===== config.mk =====
export PLATFORM = sky130hd
export DESIGN_NAME = pcc_cfg_front
export DESIGN_NICKNAME = d
export VERILOG_FILES = /design/src/core/pcc_pkg.sv /design/src/core/pcc_cfg_front.sv
export SDC_FILE = /design/constraint.sdc
export NUM_CORES = 1
export LEC_CHECK = 0
export BUFFER_PORTS_ARGS = -buffer_cell sky130_fd_sc_hd__buf_2
export CAP_MARGIN = 20
export CORE_ASPECT_RATIO = 2
export CORE_MARGIN = 3
export CORE_UTILIZATION = 45
export DETAILED_ROUTE_END_ITERATION = 10
export PLACE_DENSITY = 0.77
export SETUP_SLACK_MARGIN = 0.05
export SLEW_MARGIN = 15
export SYNTH_ARGS = -nofsm -noshare
export SYNTH_HDL_FRONTEND = slang
export SYNTH_SLANG_ARGS = --single-unit

===== constraint.sdc =====
create_clock -name clk -period 4.7 [get_ports clk]
set_clock_uncertainty 0.15 [all_clocks]
set_input_delay 0.47 -clock clk [delete_from_list [all_inputs] [get_ports clk]]
set_output_delay 0.47 -clock clk [all_outputs]
set_load 0.05 [all_outputs]

===== src/core/pcc_pkg.sv =====
// Purpose: constants for the configuration front portion (identity and command word)
// Assumes: config accesses arrive as dword-indexed reads and writes on the bus clock
// Notes:   command bits not listed as writable read back as zero
// ====================================================================
package pcc_pkg;
    // ================================================================
    // register map, dword index into config space
    localparam logic [5:0]  CFG_IDENT_IDX   = 6'h00;  // device_ident : vendor_ident
    localparam logic [5:0]  CFG_CMD_IDX     = 6'h01;  // status (zero here) : pci_command

    // ================================================================
    // command word fields
    localparam int          CMD_IO_BIT      = 0;
    localparam int          CMD_MEM_BIT     = 1;
    localparam int          CMD_MASTER_BIT  = 2;
    localparam int          CMD_MWI_BIT     = 4;
    localparam int          CMD_PERR_BIT    = 6;
    localparam int          CMD_SERR_BIT    = 8;
    localparam int          CMD_FBB_BIT     = 9;
    localparam logic [15:0] CMD_RESET       = 16'h0000;
    localparam logic [15:0] CMD_RW_MASK     = 16'h0157;  // bits 8,6,4,2,1,0
    localparam logic [15:0] CMD_FBB_MASK    = 16'h0200;

    // ================================================================
    // identity defaults when no EEPROM answers; values are arbitrary
    localparam logic [15:0] VENDOR_DEFAULT  = 16'h1d0a;
    localparam logic [15:0] DEVICE_DEFAULT  = 16'h0c31;
endpackage : pcc_pkg


===== src/core/pcc_cfg_front.sv =====
// Purpose: identity fields and command register of the config space front portion
// Assumes: one clock (the bus clock), synchronous active-high reset, same-clock request logic
// Notes:   SERR# and PERR# leave as out/oe_n pairs; the bench resolves the PERR# wire
`timescale 1ns/100ps
module pcc_cfg_front
    import pcc_pkg::*;
#(
    parameter logic [15:0] VENDOR_DFLT = pcc_pkg::VENDOR_DEFAULT,  // arbitrary value
    parameter logic [15:0] DEVICE_DFLT = pcc_pkg::DEVICE_DEFAULT   // arbitrary value
) (
    input  wire logic        clk,
    input  wire logic        srst,
    // config access port
    input  wire logic        cfg_rd,
    input  wire logic        cfg_wr,
    input  wire logic [5:0]  cfg_idx,
    input  wire logic [3:0]  cfg_be,
    input  wire logic [31:0] cfg_wdata,
    output logic             cfg_ack,
    output logic [31:0]      cfg_rdata,
    // identity load from the EEPROM loader
    input  wire logic        ee_load_stb,
    input  wire logic        ee_present,
    input  wire logic [15:0] ee_vendor,
    input  wire logic [15:0] ee_device,
    // option bit from config_reg_three
    input  wire logic        fbb_option,
    // bus side events
    input  wire logic        addr_parity_err,
    input  wire logic        target_data_parity_err,
    input  wire logic        master_active,
    input  wire logic        special_cycle_seen,
    input  wire logic        master_want,
    input  wire logic        perr_n_in,
    output logic             perr_n_out,
    output logic             perr_oe_n,
    output logic             serr_n_out,
    output logic             serr_oe_n,
    // gates to the rest of the controller
    output logic             io_space_enable,
    output logic             memory_space_enable,
    output logic             master_req,
    output logic             write_invalidate_enable,
    output logic             fbb_diff_agent,
    output logic             master_perr_seen,
    output logic             special_cycle_claim,
    output logic             addr_data_stepping
);
    import pcc_pkg::*;

    // ================================================================
    // state
    logic [15:0] vendor_q, device_q, cmd_q, cmd_d;
    logic [31:0] rdata_q, rdata_d;
    logic        ack_q;
    logic        perr_s1_q, perr_s2_q, perr_s3_q, perr_lvl_q;
    logic        perr_drv_q, serr_drv_q, mperr_q;
    logic        io_q, mem_q, mreq_q, mwi_q, fbb_q, sc_q, step_q;

    // ================================================================
    // helpers
    // one byte lane of a command write, shared by both lanes
    function automatic logic lane_write(input logic wr, input logic hit, input logic be_bit);
        return wr & hit & be_bit;
    endfunction

    // ================================================================
    // decode
    wire         cmd_hit     = cfg_idx == CFG_CMD_IDX;
    wire         id_hit      = cfg_idx == CFG_IDENT_IDX;
    wire         cmd_wr_lo   = lane_write(cfg_wr, cmd_hit, cfg_be[0]);
    wire         cmd_wr_hi   = lane_write(cfg_wr, cmd_hit, cfg_be[1]);
    wire  [15:0] lane_mask   = {{8{cmd_wr_hi}}, {8{cmd_wr_lo}}};
    // bit 9 keeps its storage while the option is off; reads and the gate mask it
    // fbb write gate
    wire  [15:0] fbb_wmask   = fbb_option ? CMD_FBB_MASK : 16'h0000;
    wire  [15:0] wr_mask     = (CMD_RW_MASK | fbb_wmask) & lane_mask;
    wire  [15:0] cmd_view    = cmd_q & (CMD_RW_MASK | fbb_wmask);

    // snoop, stepping and special bits have no storage
    assign cmd_d = (cmd_q & ~wr_mask) | (cfg_wdata[15:0] & wr_mask);

    // read mux, unmapped dwords read zero
    assign rdata_d = id_hit  ? {device_q, vendor_q} :
                     cmd_hit ? {16'h0000, cmd_view} : 32'h0000_0000;

    // ================================================================
    // identity fields
    // a load with no EEPROM falls back, so a failed read never leaves junk
    // vendor and device from EEPROM or default
    always_ff @(posedge clk) begin
        if (srst) begin
            vendor_q <= VENDOR_DFLT;
            device_q <= DEVICE_DFLT;
        end else if (ee_load_stb) begin
            vendor_q <= ee_present ? ee_vendor : VENDOR_DFLT;
            device_q <= ee_present ? ee_device : DEVICE_DFLT;
        end
    end

    // ================================================================
    // command word and access answer
    // enables reset to zero
    always_ff @(posedge clk) begin
        if (srst) begin
            cmd_q   <= CMD_RESET;
            ack_q   <= 1'b0;
            rdata_q <= 32'h0000_0000;
        end else begin
            cmd_q   <= cmd_d;
            ack_q   <= cfg_rd | cfg_wr;
            rdata_q <= cfg_rd ? rdata_d : 32'h0000_0000;  // zero between reads
        end
    end

    // ================================================================
    // PERR# input sync; a change counts once stages two and three agree
    // stage one may sit metastable, so it feeds nothing but stage two
    always_ff @(posedge clk) begin
        if (srst) begin
            perr_s1_q  <= 1'b1;
            perr_s2_q  <= 1'b1;
            perr_s3_q  <= 1'b1;
            perr_lvl_q <= 1'b1;
        end else begin
            perr_s1_q  <= perr_n_in;
            perr_s2_q  <= perr_s1_q;
            perr_s3_q  <= perr_s2_q;
            if (perr_s2_q == perr_s3_q) begin
                perr_lvl_q <= perr_s3_q;
            end
        end
    end

    // ================================================================
    // error pins: one-cycle low drive per detected error
    // a held error keeps the pin low; the detector must pulse per event
    always_ff @(posedge clk) begin
        if (srst) begin
            serr_drv_q <= 1'b0;
            perr_drv_q <= 1'b0;
            mperr_q    <= 1'b0;
        end else begin
            serr_drv_q <= addr_parity_err & cmd_q[CMD_SERR_BIT];
            perr_drv_q <= target_data_parity_err & cmd_q[CMD_PERR_BIT];
            mperr_q    <= master_active & ~perr_lvl_q & cmd_q[CMD_PERR_BIT];
        end
    end

    // ================================================================
    // gates toward target decode and master engine
    always_ff @(posedge clk) begin
        if (srst) begin
            io_q   <= 1'b0;
            mem_q  <= 1'b0;
            mreq_q <= 1'b0;
            mwi_q  <= 1'b0;
            fbb_q  <= 1'b0;
            sc_q   <= 1'b0;
            step_q <= 1'b0;
        end else begin
            io_q   <= cmd_q[CMD_IO_BIT];
            mem_q  <= cmd_q[CMD_MEM_BIT];
            mreq_q <= master_want & cmd_q[CMD_MASTER_BIT];
            mwi_q  <= cmd_q[CMD_MWI_BIT];
            fbb_q  <= fbb_option & cmd_q[CMD_FBB_BIT];
            sc_q   <= special_cycle_seen & 1'b0;
            step_q <= 1'b0;
        end
    end

    // ================================================================
    // outputs straight from flops, except serr_n_out and perr_n_out, which are tied low
    assign cfg_ack                 = ack_q;
    assign cfg_rdata               = rdata_q;
    assign serr_n_out              = 1'b0;          // open drain: only ever pulls low
    assign serr_oe_n               = ~serr_drv_q;
    assign perr_n_out              = 1'b0;
    assign perr_oe_n               = ~perr_drv_q;
    assign io_space_enable         = io_q;
    assign memory_space_enable     = mem_q;
    assign master_req              = mreq_q;
    assign write_invalidate_enable = mwi_q;
    assign fbb_diff_agent          = fbb_q;
    assign master_perr_seen        = mperr_q;
    assign special_cycle_claim     = sc_q;
    assign addr_data_stepping      = step_q;
endmodule // pcc_cfg_front


==> results.cfg <==
[setup_path]
r2r_slack_ps = 3700
startpoint = cfg_idx[4]
worstPathArrival_ps = 2060
required_ps = 4820
end_kind = flop
start_kind = primary input
reg2reg_depth = 2
path_class = primary input to flop
critPathMaxFanout = 15

[timing]
rsz0062_at_grt = no
finalHoldWorstSlack_ps = 165.0
setup_violations = 0
maxSlewHeadroom_pct = 39.63
fmax_ghz = 0.5164
fin_crit_sh_pct = 41.20
hold_viol_final = 0
tns_ps = 0
worst_slew_pin_slew_ps = 905.6
drv_slew = 0
timing.final.crit_period_ps = 1937

[power_and_ir_drop]
intPower_uw = 1131
seq_power_share_pct = 50.9
switchingPower_uw = 302.7
p_leak_uw = 0.001652
clockPowerShare_pct = 43.2
power_frac_comb_pct = 5.9
peakVddDrop_v = 0.0003014
pwr_density_cell_nw_per_um2 = 392.5
netSwitchingFraction_pct = 21.11
p_total_uw = 1434

[outcome]
outcome = complete, no violations

[finish]
area_growth_pct = 27.18
drive_gt1_share_pct = 32.64
fill_cells = 572
nets = 465
multi_input_area_um2 = 1085
largest_register_ffs = 32
antenna_cells = 0
regArea_um2 = 1682

[routing]
final_antenna_net_count = 0
drc = 0
dr.pass1.iters = 4
drtIter0Drc = 122
viasPerCell = 4.612
totalWireLength_um = 5997
dr_total_vias = 2154
wl_per_cell_um = 12.84

[clock_tree]
clk_latency_ps = 330
cts_setup_buffers = 0
cts_buffer_depth = 2
root_buffer = clkbuf_16
cts_sinks = 84
htree_levels = 3
clkTransAtPathRegs_ps = 60
cts_tree = built
cts_buffers = 9
ctsHoldBuffers = 0
post_cts_resized = 0

[placement]
routabilityCongestion = 0.7259
io_buffers = 99
dp_hpwl_um = 4170

[logic_synthesis]
async_flop_share_pct = 0
ys_ff_latch = 84
avgSynthCellArea_um2 = 10.15
synth.area.top_cells = dfxtp_1 (59%), nor2b_1 (5.9%), and2_1 (5.7%), nand2b_1 (4.1%), a21oi_1 (4.0%)
synth_top_area_cell = dfxtp_1
ys_warn_count = 0
ys.flop_type = dfxtp_1
synth_top_area_share_pct = 58.54
synthCells = 283
ys_types = 32
ys_seq_area_share_pct = 58.54
synth.top_cells.by_count = dfxtp_1 (84), nor2_1 (29), nor2b_1 (27), and2_1 (26), a21oi_1 (23)
synth-edff-count = 0
synth_most_common_cell = dfxtp_1
mappedNetlistArea_um2 = 2873

[global_route]
grt_pass1_vias = 2110
antenna_found_initial = 0
overflow = 0
grt_start_max_net_pins = 55
track_usage_pct = 17.07
grt_pass1_wl_um = 9777

[min_path]
min_path_type = primary input to flop
whs_endpoint = perr_s1_q
hold_start = perr_n_in
hold_path_depth = 2

[floorplanning]
num_io_pins = 132
num_rows = 40
start_util_pct = 47.05
die_width_um = 62.50
core_area_um2 = 6106
die_area_um2 = 7437
fp.dieH_um = 119.0

[job]
drv_cap = 0
-- layer usage --
| layer | global-route usage [%] | vias up | routed length (um) |
|---|---|---|---|
| met5 | 0 | - | 0 |
| met4 | 9.959 | 0 | 200 |
| met3 | 5.943 | 15 | 349 |
| met2 | 29.43 | 66 | 3204 |
| met1 | 17.55 | 981 | 2242 |
| li1 | - | 1092 | - |
-- stage by stage --
step           utilization, %  setup slack, ps  area, um2  instances
5_1_grt                 59.84             2629       3654        467
4_1_cts                 59.65             2468       3642        466
6_report                59.84             2763       3654        467
3_5_place_dp            55.33             2117       3378        450
3_3_place_gp            55.33             2123       3378        450
2_1_floorplan               -             2757       2884        286
-- worst max-delay path, cell delays in order --
cell	delay, ps
buf_2	110
or4_4	590
nor4_4	510
buf_6	230
and2_1	150
-- cells in the final DEF (no fill, tap or decap), drive strengths merged --
cell type	Yosys	layout
nand2	4	4
nand4	2	2
nor3	2	2
mux2	3	3
inv	3	3
or3	1	1
nand3b	1	1
nor3b	1	1
dfxtp	84	84
and2	26	26
a21oi	24	24
nor2b	27	27
conb	1	4
o21bai	1	1
nand3	3	3
o22ai	10	10
clkbuf	11	14
nor4	1	1
nand2b	19	19
or4	1	1
clkinv	0	2
buf	8	100
o31ai	1	1
nor2	35	35
or2	3	3
o21ai	1	1
mux2i	9	9
and3	1	1
-- cell families (layout without fill, tap and decap cells) --
logic type | count (synthesis) | count (layout) | share of synthesized area (%)
compound gates | 37 | 37 | 7.186
buf+inv | 22 | 119 | 4.094
flops | 84 | 84 | 58.54
mux | 12 | 12 | 4.312
other cells | 1 | 4 | 0.1305
simple gates | 127 | 127 | 25.74
-- cell type report --
| type | count | share of cell area, % |
|---|---|---|
| Sequential cell | 84 | 46.03 |
| Multi-Input combinational cell | 180 | 29.69 |
| Timing Repair Buffer | 100 | 13.87 |
| Clock buffer | 14 | 6.952 |
| Tap cell | 84 | 2.877 |
| Inverter | 3 | 0.3082 |
| Clock inverter | 2 | 0.2740 |
-- power by group through the flow --
stage                     logic, uW  clock network (uW)  registers [uW]
after floorplan                49.6                   0             747
after global placement         84.3                   0             745
after detailed placement       85.7                   0             745
after CTS                      86.1                 638             730
after global routing           95.2                 666             731
final                          84.9                 619             730
-- how the worst max path moves through the flow --
stage                     to  slack (ps)  cells after the start
3_3_place_gp   cfg_rdata[30]        2120                      4
6_report       cfg_rdata[15]        2760                      5
4_1_cts        cfg_rdata[15]        2470                      4
3_5_place_dp   cfg_rdata[15]        2120                      4
5_1_grt          vendor_q[9]        2630                      4
2_1_floorplan           flop        2760                      3
No activity file was read; power rests on OpenSTA's default activity.
